## config.mk

```make
export PLATFORM = sky130hd
export DESIGN_NAME = pin_video_cfg
export DESIGN_NICKNAME = d
export VERILOG_FILES = /design/src/hw/pin_sync3.v /design/src/hw/pin_ctrl.v /design/src/hw/pin_video_cfg.v
export VERILOG_INCLUDE_DIRS = /design/src /design/src/hw
export SDC_FILE = /design/constraint.sdc
export NUM_CORES = 1
export LEC_CHECK = 0
export BUFFER_PORTS_ARGS = -buffer_cell sky130_fd_sc_hd__buf_2
export CAP_MARGIN = 20
export CORE_MARGIN = 2
export CORE_UTILIZATION = 40
export CTS_BUF_LIST = sky130_fd_sc_hd__clkbuf_8 sky130_fd_sc_hd__clkbuf_16
export CTS_CLUSTER_SIZE = 30
export DETAILED_ROUTE_END_ITERATION = 8
export PLACE_DENSITY = 0.73
export SYNTH_ARGS = -nofsm -noshare
export SYNTH_HDL_FRONTEND = slang
export SYNTH_SLANG_ARGS = --single-unit
```

## constraint.sdc

```tcl
create_clock -name clk -period 2.45 [get_ports clk]
set_clock_uncertainty 0.2 [all_clocks]
set_input_delay 0.245 -clock clk [delete_from_list [all_inputs] [get_ports clk]]
set_output_delay 0.245 -clock clk [all_outputs]
set_load 0.005 [all_outputs]
```

## src/hw/pin_cfg_regs.vh

```
`ifndef PIN_CFG_REGS_VH
`define PIN_CFG_REGS_VH
// Register indices as printed; byte address is four times the index
`define PINS_5_6_CONFIG_IDX 8'h20
`define PINS_7_8_CONFIG_IDX 8'h21
`define VIDEO_PATH_CONTROL_IDX 8'h22
// Reset values
`define PINS_5_6_CONFIG_RST 8'h00
`define PINS_7_8_CONFIG_RST 8'h00
`define VIDEO_PATH_CONTROL_RST 8'h00
// Pin field positions inside a 4-bit nibble
`define PIN_LEVEL_BIT 3
`define PIN_FAR_BIT 2
`define PIN_CODE_HI_BIT 1
`define PIN_CODE_LO_BIT 0
// Pin 7 has no low code bit; that position is reserved
`define PINS_7_8_WMASK 8'hFE
// Video path control field positions
`define VP_HOLD_BIT 7
`define VP_PASS_BIT 6
`define VP_POL_BIT 5
`define VP_AUDIO_OFF_BIT 4
`define VP_QUAD_OVR_BIT 3
`define VP_NARROW_BIT 2
`define VP_INBAND_BIT 1
`define VP_QUAD_EN_BIT 0
// Direction/enable codes {high, low}
`define CODE_FUNC_OUT 2'b00
`define CODE_TRISTATE 2'b10
`define CODE_PIN_OUT 2'b01
`define CODE_PIN_IN 2'b11
`endif

```

## src/hw/pin_sync3.v

```verilog
`timescale 1ns/1ps
// Three-stage synchroniser; output changes once stages two and three agree
module pin_sync3 (
   input wire clk,
   input wire rst,
   input wire din,
   output reg dout
);
   reg s1_reg; // Metastability stage, read only by s2
   reg s2_reg;
   reg s3_reg;
   // Shift chain plus agreement filter
   always @(posedge clk or posedge rst) begin
      if (rst) begin
         s1_reg <= 1'b0;
         s2_reg <= 1'b0;
         s3_reg <= 1'b0;
         dout <= 1'b0;
      end else begin
         s1_reg <= din;
         s2_reg <= s1_reg;
         s3_reg <= s2_reg;
         if (s2_reg == s3_reg) begin
            dout <= s3_reg;
         end
      end
   end
endmodule // pin_sync3

```

## src/hw/pin_ctrl.v

```verilog
`timescale 1ns/1ps
`include "pin_cfg_regs.vh"
// One pin: resolves local level, far level and the 2-bit code into pad drive
module pin_ctrl (
   input wire clk,
   input wire rst,
   input wire [3:0] cfg,
   input wire far_level,
   input wire pad_in,
   output reg pad_out,
   output reg pad_oe_n,
   output wire pad_level
);
   wire local_level = cfg[`PIN_LEVEL_BIT];
   wire far_on = cfg[`PIN_FAR_BIT];
   wire [1:0] code = {cfg[`PIN_CODE_HI_BIT], cfg[`PIN_CODE_LO_BIT]};
   // Synchronised pad level out on pad_level; no register reads it back
   pin_sync3 u_sync (
      .clk(clk),
      .rst(rst),
      .din(pad_in),
      .dout(pad_level)
   );
   // Drive selection; oe_n low means driving
   always @(posedge clk or posedge rst) begin
      if (rst) begin
         pad_out <= 1'b0;
         pad_oe_n <= 1'b1;
      end else if (far_on) begin
         pad_out <= far_level;
         pad_oe_n <= 1'b0;
      end else begin
         // Far level ignored here
         case (code)
            `CODE_PIN_OUT: begin
               pad_out <= local_level;
               pad_oe_n <= 1'b0;
            end
            `CODE_FUNC_OUT: begin
               // Functional output not modelled; drives low
               pad_out <= 1'b0;
               pad_oe_n <= 1'b0;
            end
            default: begin
               // Tri-state and pin-mode input
               pad_out <= 1'b0;
               pad_oe_n <= 1'b1;
            end
         endcase
      end
   end
endmodule // pin_ctrl

```

## src/hw/pin_video_cfg.v

```verilog
`timescale 1ns/1ps
`include "pin_cfg_regs.vh"
// Notes on behaviour
// - Local level drives pin in pin-output mode
// - Far control forces output with far value
// - Far values ignored when far control off
// - Code 00 func,10 tristate,01 out,11 in
// - Hold bit blocks forward-channel register loading
// - Lower bits auto-load from far end
// - Passthrough forwards colour regardless of valid
// - Passthrough disables protection and packet audio
// - Polarity bit selects active-low frame_valid
// - Audio-off bit keeps audio off video pins
// - Quad override takes enable from bit 0
// - Width bit selects 18 or 24 bit
// - Bit 0 enables four-channel audio when override bit 3 is set
// - Bit 1 selects in-band audio transport
module pin_video_cfg (
   input wire clk,
   input wire rst,
   input wire psel,
   input wire penable,
   input wire pwrite,
   input wire [31:0] paddr,
   input wire [31:0] pwdata,
   output reg [31:0] prdata,
   output reg pready,
   output reg pslverr,
   input wire [3:0] far_pin_level,
   input wire far_cfg_valid,
   input wire [6:0] far_cfg_data,
   input wire [3:0] pad_in,
   output wire [3:0] pad_out,
   output wire [3:0] pad_oe_n,
   input wire frame_valid,
   output reg frame_valid_active,
   output reg colour_passthrough,
   output reg protection_enable,
   output reg packet_audio_enable,
   output reg audio_on_video_pins,
   output reg quad_audio_enable,
   output reg inband_audio,
   output reg narrow_video
);
   reg [7:0] pins_5_6_reg; // Pin 5 low nibble, pin 6 high nibble
   reg [7:0] pins_7_8_reg; // Pin 7 low nibble, pin 8 high nibble
   reg [7:0] video_path_reg; // Video path control
   reg [7:0] video_path_next;
   reg [7:0] rd_mux; // Read data selection
   reg addr_hit; // Address maps to a register
   wire [3:0] pad_level; // Synchronised pad levels
   wire [7:0] word_idx = paddr[9:2]; // Index is byte address over four
   wire aligned = (paddr[1:0] == 2'b00) && (paddr[31:10] == 22'h0);
   wire access = psel && penable && pready;
   wire wr_strobe = access && pwrite && addr_hit;
   // Register decode
   always @* begin
      addr_hit = aligned;
      rd_mux = 8'h00;
      case (word_idx)
         `PINS_5_6_CONFIG_IDX: rd_mux = pins_5_6_reg;
         `PINS_7_8_CONFIG_IDX: rd_mux = pins_7_8_reg;
         `VIDEO_PATH_CONTROL_IDX: rd_mux = video_path_reg;
         default: addr_hit = 1'b0;
      endcase
      if (!aligned) begin
         rd_mux = 8'h00;
      end
   end
   // No wait state: pready rises in the first access cycle
   always @(posedge clk or posedge rst) begin
      if (rst) begin
         pready <= 1'b0;
         pslverr <= 1'b0;
         prdata <= 32'h0;
      end else begin
         pready <= psel && !pready;
         pslverr <= psel && !pready && !addr_hit;
         if (psel && !pready && !pwrite) begin
            prdata <= {24'h0, rd_mux};
         end else if (!psel) begin
            prdata <= 32'h0;
         end
      end
   end
   // Pin configuration registers
   always @(posedge clk or posedge rst) begin
      if (rst) begin
         pins_5_6_reg <= `PINS_5_6_CONFIG_RST;
         pins_7_8_reg <= `PINS_7_8_CONFIG_RST;
      end else if (wr_strobe) begin
         if (word_idx == `PINS_5_6_CONFIG_IDX) begin
            pins_5_6_reg <= pwdata[7:0];
         end
         if (word_idx == `PINS_7_8_CONFIG_IDX) begin
            pins_7_8_reg <= pwdata[7:0] & `PINS_7_8_WMASK;
         end
      end
   end
   // Video path next value: local write first, far load unless held
   always @* begin
      video_path_next = video_path_reg;
      if (wr_strobe && word_idx == `VIDEO_PATH_CONTROL_IDX) begin
         video_path_next = pwdata[7:0];
      end
      // Far load wins over a same-cycle local write of the lower bits
      if (far_cfg_valid && !video_path_next[`VP_HOLD_BIT]) begin
         video_path_next[6:0] = far_cfg_data;
      end
   end
   // Video path register
   always @(posedge clk or posedge rst) begin
      if (rst) begin
         video_path_reg <= `VIDEO_PATH_CONTROL_RST;
      end else begin
         video_path_reg <= video_path_next;
      end
   end
   // Per-pin drive logic
   genvar g;
   generate
      for (g = 0; g < 4; g = g + 1) begin : g_pin
         wire [3:0] nib = (g == 0) ? pins_5_6_reg[3:0] :
                          (g == 1) ? pins_5_6_reg[7:4] :
                          (g == 2) ? pins_7_8_reg[3:0] : pins_7_8_reg[7:4];
         pin_ctrl u_pin (
            .clk(clk),
            .rst(rst),
            .cfg(nib),
            .far_level(far_pin_level[g]),
            .pad_in(pad_in[g]),
            .pad_out(pad_out[g]),
            .pad_oe_n(pad_oe_n[g]),
            .pad_level(pad_level[g])
         );
      end
   endgenerate
   // Datapath decode outputs
   always @(posedge clk or posedge rst) begin
      if (rst) begin
         frame_valid_active <= 1'b0;
         colour_passthrough <= 1'b0;
         protection_enable <= 1'b1;
         packet_audio_enable <= 1'b1;
         audio_on_video_pins <= 1'b1;
         quad_audio_enable <= 1'b0;
         inband_audio <= 1'b0;
         narrow_video <= 1'b0;
      end else begin
         // Polarity inverts the incoming valid; same-clock input
         frame_valid_active <= frame_valid ^ video_path_reg[`VP_POL_BIT];
         colour_passthrough <= video_path_reg[`VP_PASS_BIT];
         protection_enable <= !video_path_reg[`VP_PASS_BIT];
         packet_audio_enable <= !video_path_reg[`VP_PASS_BIT];
         // Passthrough also blocks packet audio on video pins
         audio_on_video_pins <= !video_path_reg[`VP_AUDIO_OFF_BIT] &&
                                !video_path_reg[`VP_PASS_BIT];
         quad_audio_enable <= video_path_reg[`VP_QUAD_OVR_BIT] &&
                              video_path_reg[`VP_QUAD_EN_BIT];
         inband_audio <= video_path_reg[`VP_INBAND_BIT];
         narrow_video <= video_path_reg[`VP_NARROW_BIT];
      end
   end
endmodule // pin_video_cfg

```

# Word level (Yosys, flattened, before mapping)

Index checks and enable logic that the tools add are counted.

Register bits: 72
Bits of input ports: 86
Output and inout bits: 50
Logic and storage cells: 83

Equality and inequality tests: 7
Muxes and demuxes: 22
Bitwise gates (word level): 1
Reductions and logical operators: 31

Operators with widths:

| operator           | count |
|---|---|
| $mux 32            | 2 |
| $eq 8x6->1 const B | 3 |
| $pmux 8 s3         | 1 |
| $logic_not 22->1   | 1 |
| $mux 1             | 16 |
| $mux 8             | 2 |
| $logic_and 1x1->1  | 12 |
| $logic_not 2->1    | 5 |
| $mux 7             | 1 |
| $eq 2x1->1 const B | 3 |
| $logic_not 1->1    | 6 |
| $reduce_or 2->1    | 3 |
| $reduce_and 2->1   | 2 |
| $reduce_or 3->1    | 1 |
| $ne 2x1->1 const B | 1 |
| $reduce_bool 2->1  | 1 |
| $xor 1x1->1        | 1 |

# Logic depth before layout (Yosys ltp)

Depth in word-level cells: 9
Depth in mapped cells: 7

# Modules after synthesis

Synthesis repeated with hierarchy kept, for this count alone.

Cell total of the unflattened synthesis: 269
Area, all modules: 3071.7 µm²

Modules (own cells, without submodules):

| module        | times used | cells each | area each (µm²) |
|---|---|---|---|
| pin_video_cfg | 1          | 217        | 2285.9 |
| pin_sync3     | 4          | 6          | 115.1 |
| pin_ctrl      | 4          | 7          | 81.3 |

# Least setup slack after synthesis

Ideal clock, no wire load.

Path type: input to register
Start point: in paddr[2]
End point: reg video_path_reg[0]
Library setup time: 0.125 ns
Arrival time: 1.867 ns
Required time: 2.125 ns
Setup slack: 0.258 ns
Cell stages on the path: 6
Path buffers: 1
Cells stage by stage: buf_4 a211oi_2 nand2_1 nor4_4 mux2_2 mux2_4

Longest elaborated chain between the ends: 9
Elaborated cells between the ends (all ways): 12
Classes of those cells: eq/ne (3); mux (3); reduce/logical (6)

Ends and longest elaborated chain:

| element                                     | RTL line            | RTL |
|---|---|---|
| from (decl)                                 | pin_video_cfg.v:24  | `input wire [31:0] paddr,` |
| $eq 8x6->1                                  | pin_video_cfg.v:60  | `case (word_idx)` |
| $reduce_or 3->1 (no line)                   | -                   |  |
| $mux 1                                      | pin_video_cfg.v:60  |  |
| $logic_and 1x1->1                           | pin_video_cfg.v:55  | `wire wr_strobe = access && pwrite && addr_hit;` |
| $logic_and 1x1->1 (no line) *               | -                   |  |
| $mux 8                                      | pin_video_cfg.v:103 | `` if (wr_strobe && word_idx == `VIDEO_PATH_CONTROL_IDX) begin `` |
| $logic_not 1->1                             | pin_video_cfg.v:107 | `` if (far_cfg_valid && !video_path_next[`VP_HOLD_BIT]) begin `` |
| $logic_and 1x1->1                           | pin_video_cfg.v:107 |  |
| $mux 7 or $reduce_bool 2->1 (tied branches) | -                   |  |
| to (signal assigned)                        | pin_video_cfg.v:114 | `` video_path_reg <= `VIDEO_PATH_CONTROL_RST; `` |
| to (signal assigned)                        | pin_video_cfg.v:116 | `video_path_reg <= video_path_next;` |
| to (decl)                                   | pin_video_cfg.v:47  | `reg [7:0] video_path_reg;` |

Every way passes the cells marked *; elsewhere a longest branch is shown, timed or not. The select of a mux whose other input is x is not followed.
A chain may end at the register's enable or synchronous reset.

# Final worst setup path

Start point: reg pready
End point: reg video_path_reg[2]

Longest elaborated chain between the ends: 8
Elaborated cells between the ends (all ways): 9
Classes of those cells: mux (2); reduce/logical (7)

Ends and longest elaborated chain:

| element                                     | RTL line            | RTL |
|---|---|---|
| from (decl)                                 | pin_video_cfg.v:27  | `output reg pready,` |
| from (signal assigned)                      | pin_video_cfg.v:77  | `pready <= psel && !pready;` |
| $logic_and 1x1->1 *                         | pin_video_cfg.v:54  | `wire access = psel && penable && pready;` |
| $logic_and 1x1->1 * (2 in a row)            | pin_video_cfg.v:55  |  |
| $logic_and 1x1->1 (no line) *               | -                   |  |
| $mux 8                                      | pin_video_cfg.v:103 |  |
| $logic_not 1->1                             | pin_video_cfg.v:107 |  |
| $logic_and 1x1->1                           | pin_video_cfg.v:107 |  |
| $mux 7 or $reduce_bool 2->1 (tied branches) | -                   |  |

Marked as above.

==> results.txt <==
* Power Internal: 1.052 mW
- The number of gates resized after CTS was 0.
- The worst register-to-register path ends at video_path_reg[2]$_DFFE_PP0P_.
- Hold is met by 10.51 ps.
- For this design, the slowest cell found on the critical path is sky130_fd_sc_hd__or4_1.
* Post-Syn Area: 0.002537 mm^2
- Slack of the worst reg-to-reg path: 220 ps
- The total overflow left after global routing is 0.
- # DRC: 0
* Cell at the root of the clock tree: sky130_fd_sc_hd__clkbuf_8
- The netlist uses 35 different library cells.
- Critical path cell sequence: and4_2 > nand3_2 > or4_1 > o211a_1 > mux2_4
* Launch point of the worst hold path: pwdata[1]
- The count of final max-slew check failures is 0.
- After detailed routing, the number of vias per cell comes to 4.636.
* End-of-flow core utilization: 0.5088
- # port buffers: 83
- For this design, the sink count on the clock tree is 48.
- The routed layout has 1743 vias.
- Layout overhead on the synthesized area: 25.15%
- Max-cap violations in this run came to 0.
* Site row count: 29
- The via count of the first global-routing pass was 1746.
- Maximum single-stage delay on the critical path: 500 ps
- H-tree levels: 2
- Total Negative Setup Slacks: 0 ps
- Avg WL per Cell: 13.81 um
- Biggest fanout along the worst timing path: 7
* Post-Route WL: 5.191 mm
- The worst hold path belongs to the class input port to flip-flop.
- The placed instances occupy a cell area of 0.002948 mm^2.
- Final critical-path share of the clock period: 0.9082
- The setup path with the least slack is of type flip-flop to flip-flop.
- STA puts the critical path data arrival time at 2210 ps.
- The number of failing hold endpoints at the final stage was 0.
- Worst flop-to-flop path startpoint: pready$_DFF_PP0_
- Min cycle time layout: 2225 ps
- The core region is 0.006241 mm^2.
* Combinational power share: 0.100
* Part of the power in registers: 0.579
* Final antenna diode count: 0
* Max Clk Rate: 449.4 MHz
- For hold timing, the worst endpoint is pins_5_6_reg[1]$_DFFE_PP0P_.
- The first routing iteration left 71 violations.
- Net switching power: 0.3224 mW
- At the worst endpoint, the required time is 2440 ps.
- 136 I/O pins were placed.
- Of the total power, the share spent switching nets is 0.2345.
* Dominant cells by area after synthesis: sky130_fd_sc_hd__dfrtp_1 41%, sky130_fd_sc_hd__mux2_4 13%, sky130_fd_sc_hd__buf_4 11%
- Depth of the worst register-to-register path: 5
- Die area: 0.006996 mm^2
* Number of iterations in the first detailed-routing pass: 4
- Run status: completed
- The Yosys step of the flow raised 0 warnings.
- For this run, the register share of the synthesized area comes to 0.4763.
- Avg Inst Size Synth: 12.95 um^2
- Fraction of final layout cells with drive strength greater than 1: 0.5151
- Standby leakage power: 1.672 nW
- Initial antenna violation count: 0
- Die outline width: 83.65 um
- Clock-pin slew was measured on the worst setup and hold paths at 80 ps.
- The synthesized design spends more area on one cell type than any other, namely sky130_fd_sc_hd__dfrtp_1.
- Buffers inserted during clock tree synthesis total 5.
* Final cell count without fillers: 376
* Clock network power share: 0.320
- Number of standard cells after synthesis: 196
- Number of flip-flops and latches in the synthesized netlist: 48
- Post-DP HPWL: 4.026 mm
- For this run, the post-layout net count is 385.
* Number of buffers on the longest clock path: 2
- Worst setup EP type: flip-flop
- Global router's overall resource usage: 0.1553
- Entering global routing, the biggest net connects 23 pins.
- TritonCTS built the clock tree.
* Worst-Skew Late Latency: 300 ps
* Wire length of the first global-routing pass: 8.493 mm
* Starting Density: 0.4066
- Worst hold path stage count: 2
- Cell area after layout: 0.003176 mm^2
* RD Place Congestion: 0.8025
* Synth top area share: 0.4142
- After detailed placement, the design holds a cell count of 354.
* # setup viols final: 0
* Floorplan die height: 83.65 um
- Pwr/cell area: 433.0 mW/mm^2
- Peak VDD IR: 0.2909 mV
- Fillcell total: 572
- Setup repair after global routing missed its margin: false
- Number of antenna-violating nets in the routed design: 0
- The worst setup path is launched from a flip-flop.
-- worst max-delay path by stage --
stage,from,to,slack [ps]
floorplan,paddr[2],video_path_reg[0]$_DFFE_PP0P_,260
global placement,paddr[5],video_path_reg[4]$_DFFE_PP0P_,-40
detailed placement,paddr[5],video_path_reg[6]$_DFFE_PP0P_,-70
CTS,pready$_DFF_PP0_,video_path_reg[6]$_DFFE_PP0P_,190
global route,pready$_DFF_PP0_,video_path_reg[2]$_DFFE_PP0P_,100
finish,pready$_DFF_PP0_,video_path_reg[2]$_DFFE_PP0P_,220
-- layout make-up --
cell class / count / area [um^2] / share of cell area
well taps: 77 / 96.34 / 0.03034
repair buffers: 111 / 663.1 / 0.2088
clock buffers: 5 / 68.82 / 0.02167
multi-input cells: 129 / 1115 / 0.3511
clock inverters: 2 / 8.758 / 0.002758
flip-flops and latches: 48 / 1209 / 0.3806
inverters: 4 / 15.01 / 0.004728
-- placed cells by master (no fill, tap or decap), types with 7 or more instances in the layout --
master / n
sky130_fd_sc_hd__buf_2: 83
sky130_fd_sc_hd__o21ai_0: 9
sky130_fd_sc_hd__dlygate4sd3_1: 15
sky130_fd_sc_hd__a22o_1: 7
sky130_fd_sc_hd__mux2i_1: 7
sky130_fd_sc_hd__nand2_1: 12
sky130_fd_sc_hd__buf_4: 13
sky130_fd_sc_hd__mux2_4: 22
sky130_fd_sc_hd__dfrtp_1: 42
sky130_fd_sc_hd__conb_1: 24
sky130_fd_sc_hd__mux2_2: 7
-- Yosys cell counts, drive strengths merged --
cell type	count
inv	4
xor2	1
and4	1
nor2b	6
o21a	2
o21ai	10
buf	37
nand3	1
and2	2
nand2	12
conb	1
nand4	3
or4	2
a22o	7
nor4	8
nand4b	1
mux2i	7
o211a	1
dfrtp	42
nor3	1
nand3b	2
or2	1
nor4b	1
nor2	3
dfstp	6
a32o	2
a211oi	1
mux2	30
clkbuf	1
-- cell families after synthesis --
kind of cell	count (synthesis)	synth area share
flops	48	0.4763
mux	37	0.1933
xor+xnor	1	0.003452
simple gates	44	0.1405
buf+inv	42	0.1183
other cells	1	0.001478
compound gates	23	0.06656
-- power groups by stage --
stage / Clock (mW) / Combinational (mW) / Sequential, mW
finish: 0.440 / 0.138 / 0.796
global route: 0.478 / 0.154 / 0.797
CTS: 0.451 / 0.139 / 0.797
detailed placement: 0 / 0.121 / 0.812
global placement: 0 / 0.119 / 0.812
floorplan: 0 / 0.0751 / 0.812
-- timing repair --
item / 4_1_cts / 5_1_grt
setup buffers: 0 / 0
setup endpoints to repair: 0 / 0
hold buffers: 15 / 0
hold endpoints to repair: 58 / 0
-- critical path: cells and delay by family (launching register included) --
kind / cells / cell delay (ps)
AO/OA/AOI/OAI: 1 / 320
flip-flops: 1 / 380
multiplexers: 1 / 360
AND/OR/NAND/NOR: 3 / 840
-- stage by stage --
stage,setup slack [ps],total power [mW]
after CTS,192.0,1.387
final,224.9,1.375
after global placement,-39.66,0.9311
after detailed placement,-65.12,0.9332
after global routing,100.6,1.429
after floorplan,258.3,0.8874
-- metal layers --
metal / part of all wire / track usage / vias up
met2: 0.51 / 0.2553 / 50
li1: - / - / 840
met4: 0.032 / 0.07771 / 0
met5: 0 / 0 / -
met3: 0.039 / 0.02671 / 13
met1: 0.42 / 0.1976 / 840
No activity file was read; power rests on OpenSTA's default activity.
